<file path="src/rtl/tmw_pkg.sv">
// Package with register map, field positions and reset values of the timer mode/control block
package tmw_pkg;

  // ----------------------------------------------------------------
  // Register offsets (byte addresses)
  // ----------------------------------------------------------------
  localparam logic [3:0] MODE_OFFSET    = 4'h0;
  localparam logic [3:0] CONTROL_OFFSET = 4'h4;
  localparam logic [3:0] COUNT_OFFSET   = 4'h8;
  localparam logic [3:0] GRA_OFFSET     = 4'hC;

  // ----------------------------------------------------------------
  // Mode register fields
  // ----------------------------------------------------------------
  localparam int MODE_RUN_BIT   = 7;
  localparam int MODE_BUFB_BIT  = 5;
  localparam int MODE_BUFA_BIT  = 4;
  localparam int MODE_PWM_SELECT_D_BIT  = 2;
  localparam int MODE_PWM_SELECT_C_BIT  = 1;
  localparam int MODE_PWM_SELECT_B_BIT  = 0;
  localparam logic [7:0] MODE_RSVD_MASK  = 8'h48;
  localparam logic [7:0] MODE_RESET      = 8'h48;

  // ----------------------------------------------------------------
  // Control register fields
  // ----------------------------------------------------------------
  localparam int CTRL_CLR_BIT    = 7;
  localparam int CTRL_CKS_HI     = 6;
  localparam int CTRL_CKS_LO     = 4;
  localparam logic [7:0] CTRL_RESET = 8'h00;

  // ----------------------------------------------------------------
  // Counter
  // ----------------------------------------------------------------
  localparam int COUNT_WIDTH = 16;
  localparam int PRESCALE_WIDTH = 3;

endpackage : tmw_pkg

</file>
<file path="src/rtl/tmw_prescaler.sv">
// Prescaler producing one-cycle enables at clock/2, /4 and /8
module tmw_prescaler #(
  parameter int WIDTH = 3
) (
  // Clock and reset
  input  wire logic             clk_i,
  input  wire logic             rst_i,
  // Enable pulses
  output logic [WIDTH-1:0]      tick_o
);

  logic [WIDTH-1:0] div_count;

  always_ff @(posedge clk_i)
  begin
    if (rst_i)
      div_count <= '0;
    else
      div_count <= div_count + 1'b1;
  end

  // Bit k pulses once every 2^(k+1) cycles
  for (genvar k = 0; k < WIDTH; k++)
  begin : g_tick
    assign tick_o[k] = &div_count[k:0];
  end

endmodule // tmw_prescaler

</file>
<file path="src/rtl/tmw_timer_ctrl.sv">
// Timer mode and control registers with counter, clock select and channel outputs
//
// Contract
// Mode bit 7 zero halts the counter; one lets it advance on the selected clock.
// Mode bits 6 and 3 always read one; writes to them are ignored.
// Mode bit 5 makes general register D the buffer for B.
// Mode bit 4 makes general register C the buffer for A.
// Mode bits 2,1,0 select PWM output for pins D, C and B.
// Control bit 7 set clears the counter on compare match with general register A.
// Control bit 7 clear lets the counter run freely and wrap.
// Clock select 000 system clock, 001 half, 010 quarter, 011 eighth.
// Clock select top bit set counts rising edges of the external event pin.
// Undivided clock in low-speed modes counts subclock cycles instead.
// Control bits 3..0 set each channel pin level until its first compare match.
// Writing an initial level bit changes the pin output immediately.
// The counter is a 16-bit up-counter compared with the general registers.
// The external event pin is synchronised and each rising edge counts once.
module tmw_timer_ctrl #(
  parameter int COUNT_WIDTH = tmw_pkg::COUNT_WIDTH
) (
  // Clock and reset
  input  wire logic                   clk_i,
  input  wire logic                   rst_i,
  // Wishbone slave
  input  wire logic                   cyc_i,
  input  wire logic                   stb_i,
  input  wire logic                   we_i,
  input  wire logic [3:0]             adr_i,
  input  wire logic [3:0]             sel_i,
  input  wire logic [31:0]            dat_i,
  output logic      [31:0]            dat_o,
  output logic                        ack_o,
  // Low-speed operation
  input  wire logic                   sub_mode_i,
  input  wire logic                   sub_tick_i,
  // External event pin
  input  wire logic                   ext_event_pin_i,
  // Channel pins and mode indications
  output logic [3:0]                  channel_pin_o,
  output logic [3:0]                  channel_pin_oe_n_o,
  output logic                        buffer_pair_a_enable_o,
  output logic                        buffer_pair_b_enable_o,
  output logic [2:0]                  pwm_select_o,
  output logic [COUNT_WIDTH-1:0]      timer_count_o
);

  // ----------------------------------------------------------------
  // Registers and signals
  // ----------------------------------------------------------------
  logic [7:0]             timer_mode_reg;
  logic [7:0]             timer_control_reg;
  logic [COUNT_WIDTH-1:0] timer_count;
  logic [COUNT_WIDTH-1:0] general_reg_a;
  logic [3:0]             chan_match;
  wire logic [3:0]        pin_level;
  logic [2:0]             prescale_tick;
  logic                   event_sync1;
  logic                   event_sync2;
  logic                   event_prev;
  logic                   event_rise;
  logic                   count_enable;
  logic                   match_a;
  logic                   req;
  logic                   wr_lane0;
  logic                   wr_lane1;
  logic [2:0]             clock_select;
  logic [31:0]            next_dat;
  logic                   wr_mode;
  logic                   wr_control;
  logic                   wr_count;
  logic                   count_step;
  logic                   match_event;

  assign req          = cyc_i && stb_i && !ack_o;
  assign wr_lane0     = req && we_i && sel_i[0];
  assign wr_lane1     = req && we_i && sel_i[1];
  assign clock_select = timer_control_reg[tmw_pkg::CTRL_CKS_HI:tmw_pkg::CTRL_CKS_LO];

  // Register write strobes, on the edge that raises ack
  assign wr_mode      = wr_lane0 && adr_i == tmw_pkg::MODE_OFFSET;
  assign wr_control   = wr_lane0 && adr_i == tmw_pkg::CONTROL_OFFSET;
  assign wr_count     = req && we_i && adr_i == tmw_pkg::COUNT_OFFSET && sel_i[1:0] == 2'h3;

  // ----------------------------------------------------------------
  // Wishbone handshake: ack one cycle after request, then drop
  // ----------------------------------------------------------------
  // Gating with ack keeps a held request from being taken twice
  always_ff @(posedge clk_i)
  begin
    if (rst_i)
      ack_o <= 1'b0;
    else
      ack_o <= req;
  end

  always_comb
  begin
    next_dat = 32'h0000_0000;
    unique case (adr_i)
      tmw_pkg::MODE_OFFSET:    next_dat[7:0] = timer_mode_reg | tmw_pkg::MODE_RSVD_MASK;
      tmw_pkg::CONTROL_OFFSET: next_dat[7:0] = timer_control_reg;
      tmw_pkg::COUNT_OFFSET:   next_dat[COUNT_WIDTH-1:0] = timer_count;
      tmw_pkg::GRA_OFFSET:     next_dat[COUNT_WIDTH-1:0] = general_reg_a;
      default:                 next_dat = 32'h0000_0000;
    endcase
  end

  always_ff @(posedge clk_i)
  begin
    if (rst_i)
      dat_o <= 32'h0000_0000;
    else if (req && !we_i)
      dat_o <= next_dat;
  end

  // ----------------------------------------------------------------
  // Mode and control registers
  // ----------------------------------------------------------------
  always_ff @(posedge clk_i)
  begin
    if (rst_i)
      timer_mode_reg <= tmw_pkg::MODE_RESET;
    else if (wr_mode)
      timer_mode_reg <= dat_i[7:0] | tmw_pkg::MODE_RSVD_MASK;
  end

  always_ff @(posedge clk_i)
  begin
    if (rst_i)
      timer_control_reg <= tmw_pkg::CTRL_RESET;
    else if (wr_control)
      timer_control_reg <= dat_i[7:0];
  end

  always_ff @(posedge clk_i)
  begin
    if (rst_i)
      general_reg_a <= '1;
    else if (adr_i == tmw_pkg::GRA_OFFSET)
    begin
      if (wr_lane0)
        general_reg_a[7:0] <= dat_i[7:0];
      if (wr_lane1)
        general_reg_a[15:8] <= dat_i[15:8];
    end
  end

  assign buffer_pair_b_enable_o = timer_mode_reg[tmw_pkg::MODE_BUFB_BIT];
  assign buffer_pair_a_enable_o = timer_mode_reg[tmw_pkg::MODE_BUFA_BIT];
  assign pwm_select_o = {timer_mode_reg[tmw_pkg::MODE_PWM_SELECT_D_BIT],
                         timer_mode_reg[tmw_pkg::MODE_PWM_SELECT_C_BIT],
                         timer_mode_reg[tmw_pkg::MODE_PWM_SELECT_B_BIT]};

  // ----------------------------------------------------------------
  // Count clock selection
  // ----------------------------------------------------------------
  // Free-running divider: the first step after a select change may come early
  tmw_prescaler #(
    .WIDTH (tmw_pkg::PRESCALE_WIDTH)
  ) u_prescaler (
    .clk_i  (clk_i),
    .rst_i  (rst_i),
    .tick_o (prescale_tick)
  );

  // Two flops against metastability, a third holds the old level for edges
  always_ff @(posedge clk_i)
  begin
    if (rst_i)
    begin
      event_sync1 <= 1'b0;
      event_sync2 <= 1'b0;
      event_prev  <= 1'b0;
    end
    else
    begin
      event_sync1 <= ext_event_pin_i;
      event_sync2 <= event_sync1;
      event_prev  <= event_sync2;
    end
  end

  assign event_rise = event_sync2 && !event_prev;

  always_comb
  begin
    count_enable = 1'b0;
    if (clock_select[2])
      count_enable = event_rise;
    else
    begin
      unique case (clock_select[1:0])
        2'h0: count_enable = sub_mode_i ? sub_tick_i : 1'b1;
        2'h1: count_enable = prescale_tick[0];
        2'h2: count_enable = prescale_tick[1];
        2'h3: count_enable = prescale_tick[2];
      endcase
    end
  end

  // ----------------------------------------------------------------
  // Counter
  // ----------------------------------------------------------------
  assign match_a     = (timer_count == general_reg_a);
  assign count_step  = timer_mode_reg[tmw_pkg::MODE_RUN_BIT] && count_enable;
  assign match_event = count_step && match_a;

  // A software write wins over a count step in the same cycle
  always_ff @(posedge clk_i)
  begin
    if (rst_i)
      timer_count <= '0;
    else if (wr_count)
      timer_count <= dat_i[COUNT_WIDTH-1:0];
    else if (count_step)
    begin
      // Clearing on the match step gives a period of general_reg_a plus one
      if (timer_control_reg[tmw_pkg::CTRL_CLR_BIT] && match_a)
        timer_count <= '0;
      else
        timer_count <= timer_count + 1'b1;
    end
  end

  assign timer_count_o = timer_count;

  // ----------------------------------------------------------------
  // Channel output levels
  // ----------------------------------------------------------------
  // Only channel A's compare match is known here; the matches of B, C
  // and D belong to the datapath outside this block.
  assign chan_match = {3'h0, match_event};

  // Each channel follows its level bit until its first compare match;
  // a control write re-arms every channel.
  for (genvar ch = 0; ch < 4; ch++)
  begin : g_channel
    logic seen;
    logic level;

    // A match in the same cycle as a control write still counts
    always_ff @(posedge clk_i)
    begin
      if (rst_i)
        seen <= 1'b0;
      else if (chan_match[ch])
        seen <= 1'b1;
      else if (wr_control)
        seen <= 1'b0;
    end

    always_ff @(posedge clk_i)
    begin
      if (rst_i)
        level <= 1'b0;
      else if (wr_control)
        level <= dat_i[ch];
      else if (!seen)
        level <= timer_control_reg[ch];
    end

    assign pin_level[ch] = level;
  end : g_channel

  assign channel_pin_o      = pin_level;
  // The pins are always driven from this block
  assign channel_pin_oe_n_o = 4'h0;

endmodule // tmw_timer_ctrl

</file>
<file path="config.mk">
export PLATFORM = sky130hd
export DESIGN_NAME = tmw_timer_ctrl
export DESIGN_NICKNAME = d
export VERILOG_FILES = /design/src/rtl/tmw_pkg.sv /design/src/rtl/tmw_prescaler.sv /design/src/rtl/tmw_timer_ctrl.sv
export SDC_FILE = /design/constraint.sdc
export NUM_CORES = 1
export LEC_CHECK = 0
export ABC_AREA = 1
export BUFFER_PORTS_ARGS = -buffer_cell sky130_fd_sc_hd__buf_4
export CORE_MARGIN = 8
export CORE_UTILIZATION = 52
export CTS_CLUSTER_DIAMETER = 150
export CTS_CLUSTER_SIZE = 10
export DETAILED_ROUTE_END_ITERATION = 12
export PLACE_DENSITY_LB_ADDON = 0.05
export SYNTH_ARGS = -nofsm -noshare
export SYNTH_HDL_FRONTEND = slang
export SYNTH_SLANG_ARGS = --single-unit
</file>
<file path="constraint.sdc">
create_clock -name clk_i -period 2.1 [get_ports clk_i]
set_input_delay 0.105 -clock clk_i [delete_from_list [all_inputs] [get_ports clk_i]]
set_output_delay 0.105 -clock clk_i [all_outputs]
set_load 0.01 [all_outputs]
</file>
Word-level counts from Yosys, hierarchy flattened:

Cells that the tools add are included.
Widths: inputs -> output; s select.

* register bits: 74
* word-level logic and storage cells: 67

* add/sub/neg operators: 2
* equal/unequal tests: 9
* multiplexer cells: 15
* reduce and logical (&&, ||, !) cells: 25

Operator list (number)
* $mux 16: 3
* $pmux 8 s4: 1
* $add 16x1->16 const B: 1
* $eq 16x16->1: 1
* $pmux 8 s2: 1
* $logic_and 1x1->1: 14
* $mux 1: 9
* $eq 4x4->1 const B: 2
* $eq 2x2->1 const B: 3
* $reduce_and 2->1: 3
* $eq 4x3->1 const B: 1
* $logic_not 4->1: 1
* $pmux 1 s4: 1
* $reduce_bool 2->1: 2
* $add 3x1->3 const B: 1
* $logic_not 1->1: 3
* $reduce_and 3->1: 1
* $eq 2x1->1 const B: 1
* $logic_not 2->1: 1
* $ne 2x2->1 const B: 1

Depth between registers and ports, before layout:

* depth after elaboration: 7
* depth in mapped cells: 12
* mapped depth without buffers: 11

By module:

Synthesis repeated with hierarchy kept, for this count alone.

* cells, all modules: 567
* area total of the unflattened synthesis: 3956.3 sq um

Modules (own cells, without submodules)
* tmw_timer_ctrl: instances 1, cells an instance 556, area an instance 3844.9 sq um, seq. area each 1421.4 sq um
* tmw_prescaler: instances 1, cells an instance 11, area an instance 111.4 sq um, seq. area each 60.1 sq um

Least setup slack after synthesis:

No wires, ideal clock.

* path type: reg2reg
* start point: reg u_prescaler.div_count[0]
* end point: reg timer_count[14] (netlist: timer_count_o[14])
* setup time: 0.067 ns
* arrival: 1.554 ns
* slack: 0.478 ns
* cell stages (with the launch flop): 13
* buffers on the path: 1
* cell sequence: dfxtp_1 ha_1 ha_1 nand3_1 nand2_1 nor2_1 nand2_1 nand2_2 nand2_2 buf_4 o21ai_0 inv_1 a21oi_2

* longest elaborated chain between the ends: 5
* elaborated cells between the ends (all ways): 6

RTL lines
* start: declaration: line tmw_prescaler.sv:12 `logic [WIDTH-1:0] div_count;`
* start signal: assignment: line tmw_prescaler.sv:19 `div_count <= div_count + 1'b1;`
* $reduce_and 3->1 / $reduce_and 2->1 (equally long branches): line tmw_prescaler.sv:25 `assign tick_o[k] = &div_count[k:0];`
* $pmux 1 s4 (*): line tmw_timer_ctrl.sv:192 `unique case (clock_select[1:0])`
* $mux 1 (*): line tmw_timer_ctrl.sv:188 `if (clock_select[2])`
* $logic_and 1x1->1 (*): line tmw_timer_ctrl.sv:205 `assign count_step = timer_mode_reg[tmw_pkg::MODE_RUN_BIT] && count_enable;`
* $reduce_bool 2->1 (no line) (*)
* end signal: assignment: line tmw_timer_ctrl.sv:214 `timer_count <= dat_i[COUNT_WIDTH-1:0];`
* end signal: assignment: line tmw_timer_ctrl.sv:221 `timer_count <= timer_count + 1'b1;`
* end: declaration: line tmw_timer_ctrl.sv:52 `logic [COUNT_WIDTH-1:0] timer_count;`

Every way passes the cells marked *; elsewhere a longest branch is shown, timed or not.
A chain may end at the register's enable or synchronous reset.

Worst setup path in the final report:

* start point: reg u_prescaler.div_count[0]
* end point: reg timer_count[12] (netlist: timer_count_o[12])

Same word-level chain as after synthesis.

==> run metrics <==
status=complete, no violations; layout cells sized above 1=18.5%; Mapped Cells=559; Hold WS=0.0162 ns; via count=3856; simple logic cell fraction of the synthesized area=27.0%; CTS buffer count=9; Hold Path Cell Cnt=3; Setup crit end kind=register; largest net degree at the start of global routing=35; setup violators final=0; worst endpoint data arrival time=2.21 ns; Mapped Area=0.00392 sq mm; Int Pwr=2.12 mW; CP Capture Point=timer_count_o[12]; Synth top area share=37.8%; endpoints failing hold=0; r2r setup slk=0.18 ns; Crit Path Class=reg -> reg; ratio of final minimum period to clock period=91.5%; clk buf depth=2; Register Area=0.00148 sq mm; Root Driver=clkbuf_8; sw power=679 uW; DP HPWL=8280 um; Diodes inserted=0; full die area=0.0106 sq mm; Antenna Violating Nets Remaining=0; WP buf/inv=1; H-tree depth=3; Compound-Gate Fraction of Synth Area=16.7%; Largest delay share family, worst path=simple AND/OR/NAND/NOR gates; row cnt=31; Clk network pwr share=41.1%; CP required=2.39 ns; Synth Register Bits=74; clock-pin transition on the worst setup and hold timing paths=0.08 ns; Max VDD drop=0.419 mV; # IOs=110; DR vias/cell=5.20; first-iteration detailed-routing DRC count=301; initial antenna violation count=0; vias in the first global route=3649; Core Area=0.00729 sq mm; Die Wd=103 um; CP Cell Sequence=ha_1 -> ha_1 -> nand3_1 -> nand2_1 -> nor2_1 -> nand2_1 -> nand2_2 -> nand2_2 -> o21ai_0 -> inv_1 -> a21oi_1; xor/xnor cell area share of the yosys netlist=2.23%; Worst-Margin Slew=0.558 ns; Rel. slew slack=62.8%; Max Cap Viol=0; Peak Freq=0.521 GHz; sequential share of the synthesized area=37.8%; PortBufs=71; Area Overhead vs Synth=21.0%; CP startpoint=u_prescaler.div_count[0]; warning count from the yosys run=0; Adder-Cell Fraction of Synth Area=0.958%; total grt overflow=0; RSZ-0062 raised after global routing=no; RR Endpoint=timer_count_o[12]; # Post-CTS Setup Buffers=0; multi-input logic area=0.00192 sq mm; GPL Wtd Cong=0.847; GRT Util Overall=21.9%; Startpoint Class=register; Seq pwr share=51.1%; commonest non-fill, non-tap cell in the layout=nand2_1; Switching Fraction=24.2%; worst-case reg-to-reg path depth=11; Final Instance Area=0.00474 sq mm; Pwr Density=591 mW/mm^2; Die Height=103 um; # DRC=0; DR pass1 iterations=8; cell accounting for the most synthesized area=dfxtp_1; routed len/inst=15.2 um; post-layout net count=688; Lkg Pwr=2.12 nW; worst-skew pair later-pin latency=0.36 ns; global-route wire length before repair=18000 um; Area contributors post-synth=dfxtp_1, nand2_1, inv_1; Comb pwr share=7.8%; CP Depth=11; Fin Setup TNS=0 ns; Final Max Tran Viols=0; reg2reg start=u_prescaler.div_count[0]; filler cell count=682; Clock Skews=0.00934 ns; mux contribution to synthesized area=0.255%; count of cell types in the netlist=38; total wire length=11300 um; minimum clock period=1.92 ns; worst min path class=in -> reg; Max FO, Critical Path=16; clock tree from TritonCTS=yes; CTS Sinks=74; Syn Area/Cell=7.01 sq um; slowest CP cell=dfxtp_1; CP max stage delay=0.34 ns; Initial Util=53.7%; largest family of logic cells by synthesized area=simple AND/OR/NAND/NOR gates; placed instance area=0.00443 sq mm; most frequent cells in the layout=nand2_1, buf_4, dfxtp_1; Resized Gates After CTS=0
area by class of cell:
class,count,area share [%]
flip-flops and latches,74,31.2
inverters,74,5.96
multi-input cells,385,40.6
clock inverters,4,1.06
well taps,99,2.61
repair buffers,93,15.3
clock buffers,12,3.27
power by group through the flow:
stage          combinational (mW)  sequential (mW)  clock, mW
2_1_floorplan               0.121             1.47          0
3_3_place_gp                0.198             1.46          0
3_5_place_dp                0.199             1.46          0
4_1_cts                     0.215             1.43       1.16
5_1_grt                     0.237             1.43       1.23
6_report                    0.218             1.43       1.15
cell families (layout without fill, tap and decap cells):
kind of cell | after synthesis | count (layout)
flip-flops | 74 | 74
adder cells (fa/ha/maj) | 3 | 3
buffers and inverters | 119 | 183
multiplexers | 1 | 1
XOR/XNOR | 10 | 10
other | 1 | 20
AO/OA/AOI/OAI | 108 | 108
AND/OR/NAND/NOR | 243 | 243
worst reg2reg max path: cells and delay by family, from the launching register on:
kind | cells | cell delay, ns
flip-flops | 1 | 0.34
AND/OR/NAND/NOR | 6 | 0.62
buffers and inverters | 1 | 0.07
adder cells (fa/ha/maj) | 2 | 0.40
AO/OA/AOI/OAI | 2 | 0.45
layer usage:
metal  vias up  global-route usage (%)  share of wire [%]
met1      1772                    28.4                 45
li1       1914                       -                  -
met4         0                    8.57                1.4
met3        20                    4.25                7.0
met2       150                    35.1                 46
met5         -                       0                  0
worst min path at each step:
stage / startpoint / end / slack, ns
floorplan: ext_event_pin_i / event_sync1 / 0.21
global placement: ext_event_pin_i / event_sync1 / 0.31
detailed placement: ext_event_pin_i / event_sync1 / 0.31
CTS: dat_i[0] / general_reg_a[0] / 0.003
global route: dat_i[7] / general_reg_a[7] / 0.02
finish: dat_i[7] / general_reg_a[7] / 0.02
Yosys cell counts (all sizes together):
library cell / instances
buf: 36
nor4: 1
dfxtp: 74
o221ai: 2
o22ai: 2
xor2: 10
nor2: 67
mux2i: 1
conb: 1
ha: 3
o21ai: 42
nand3b: 5
a21oi: 32
nor3: 3
clkbuf: 9
nand4: 6
o2111ai: 5
o21a: 1
nand3: 21
inv: 74
nand2: 140
o211ai: 16
a221oi: 8
what timing repair did:
action	in CTS	in global routing
hold buffers	10	1
setup endpoints to repair	0	0
endpoints found under the hold margin	10	1
metrics by stage:
stage,setup WS (ns),utilization [%],std cells,total power [mW]
finish,0.179,65.0,741,2.80
global route,0.0515,65.0,741,2.90
CTS,0.203,64.9,740,2.81
detailed placement,0.206,60.7,714,1.66
global placement,0.229,60.7,714,1.66
floorplan,0.478,-,578,1.59
(Power assumes the default switching activity.)
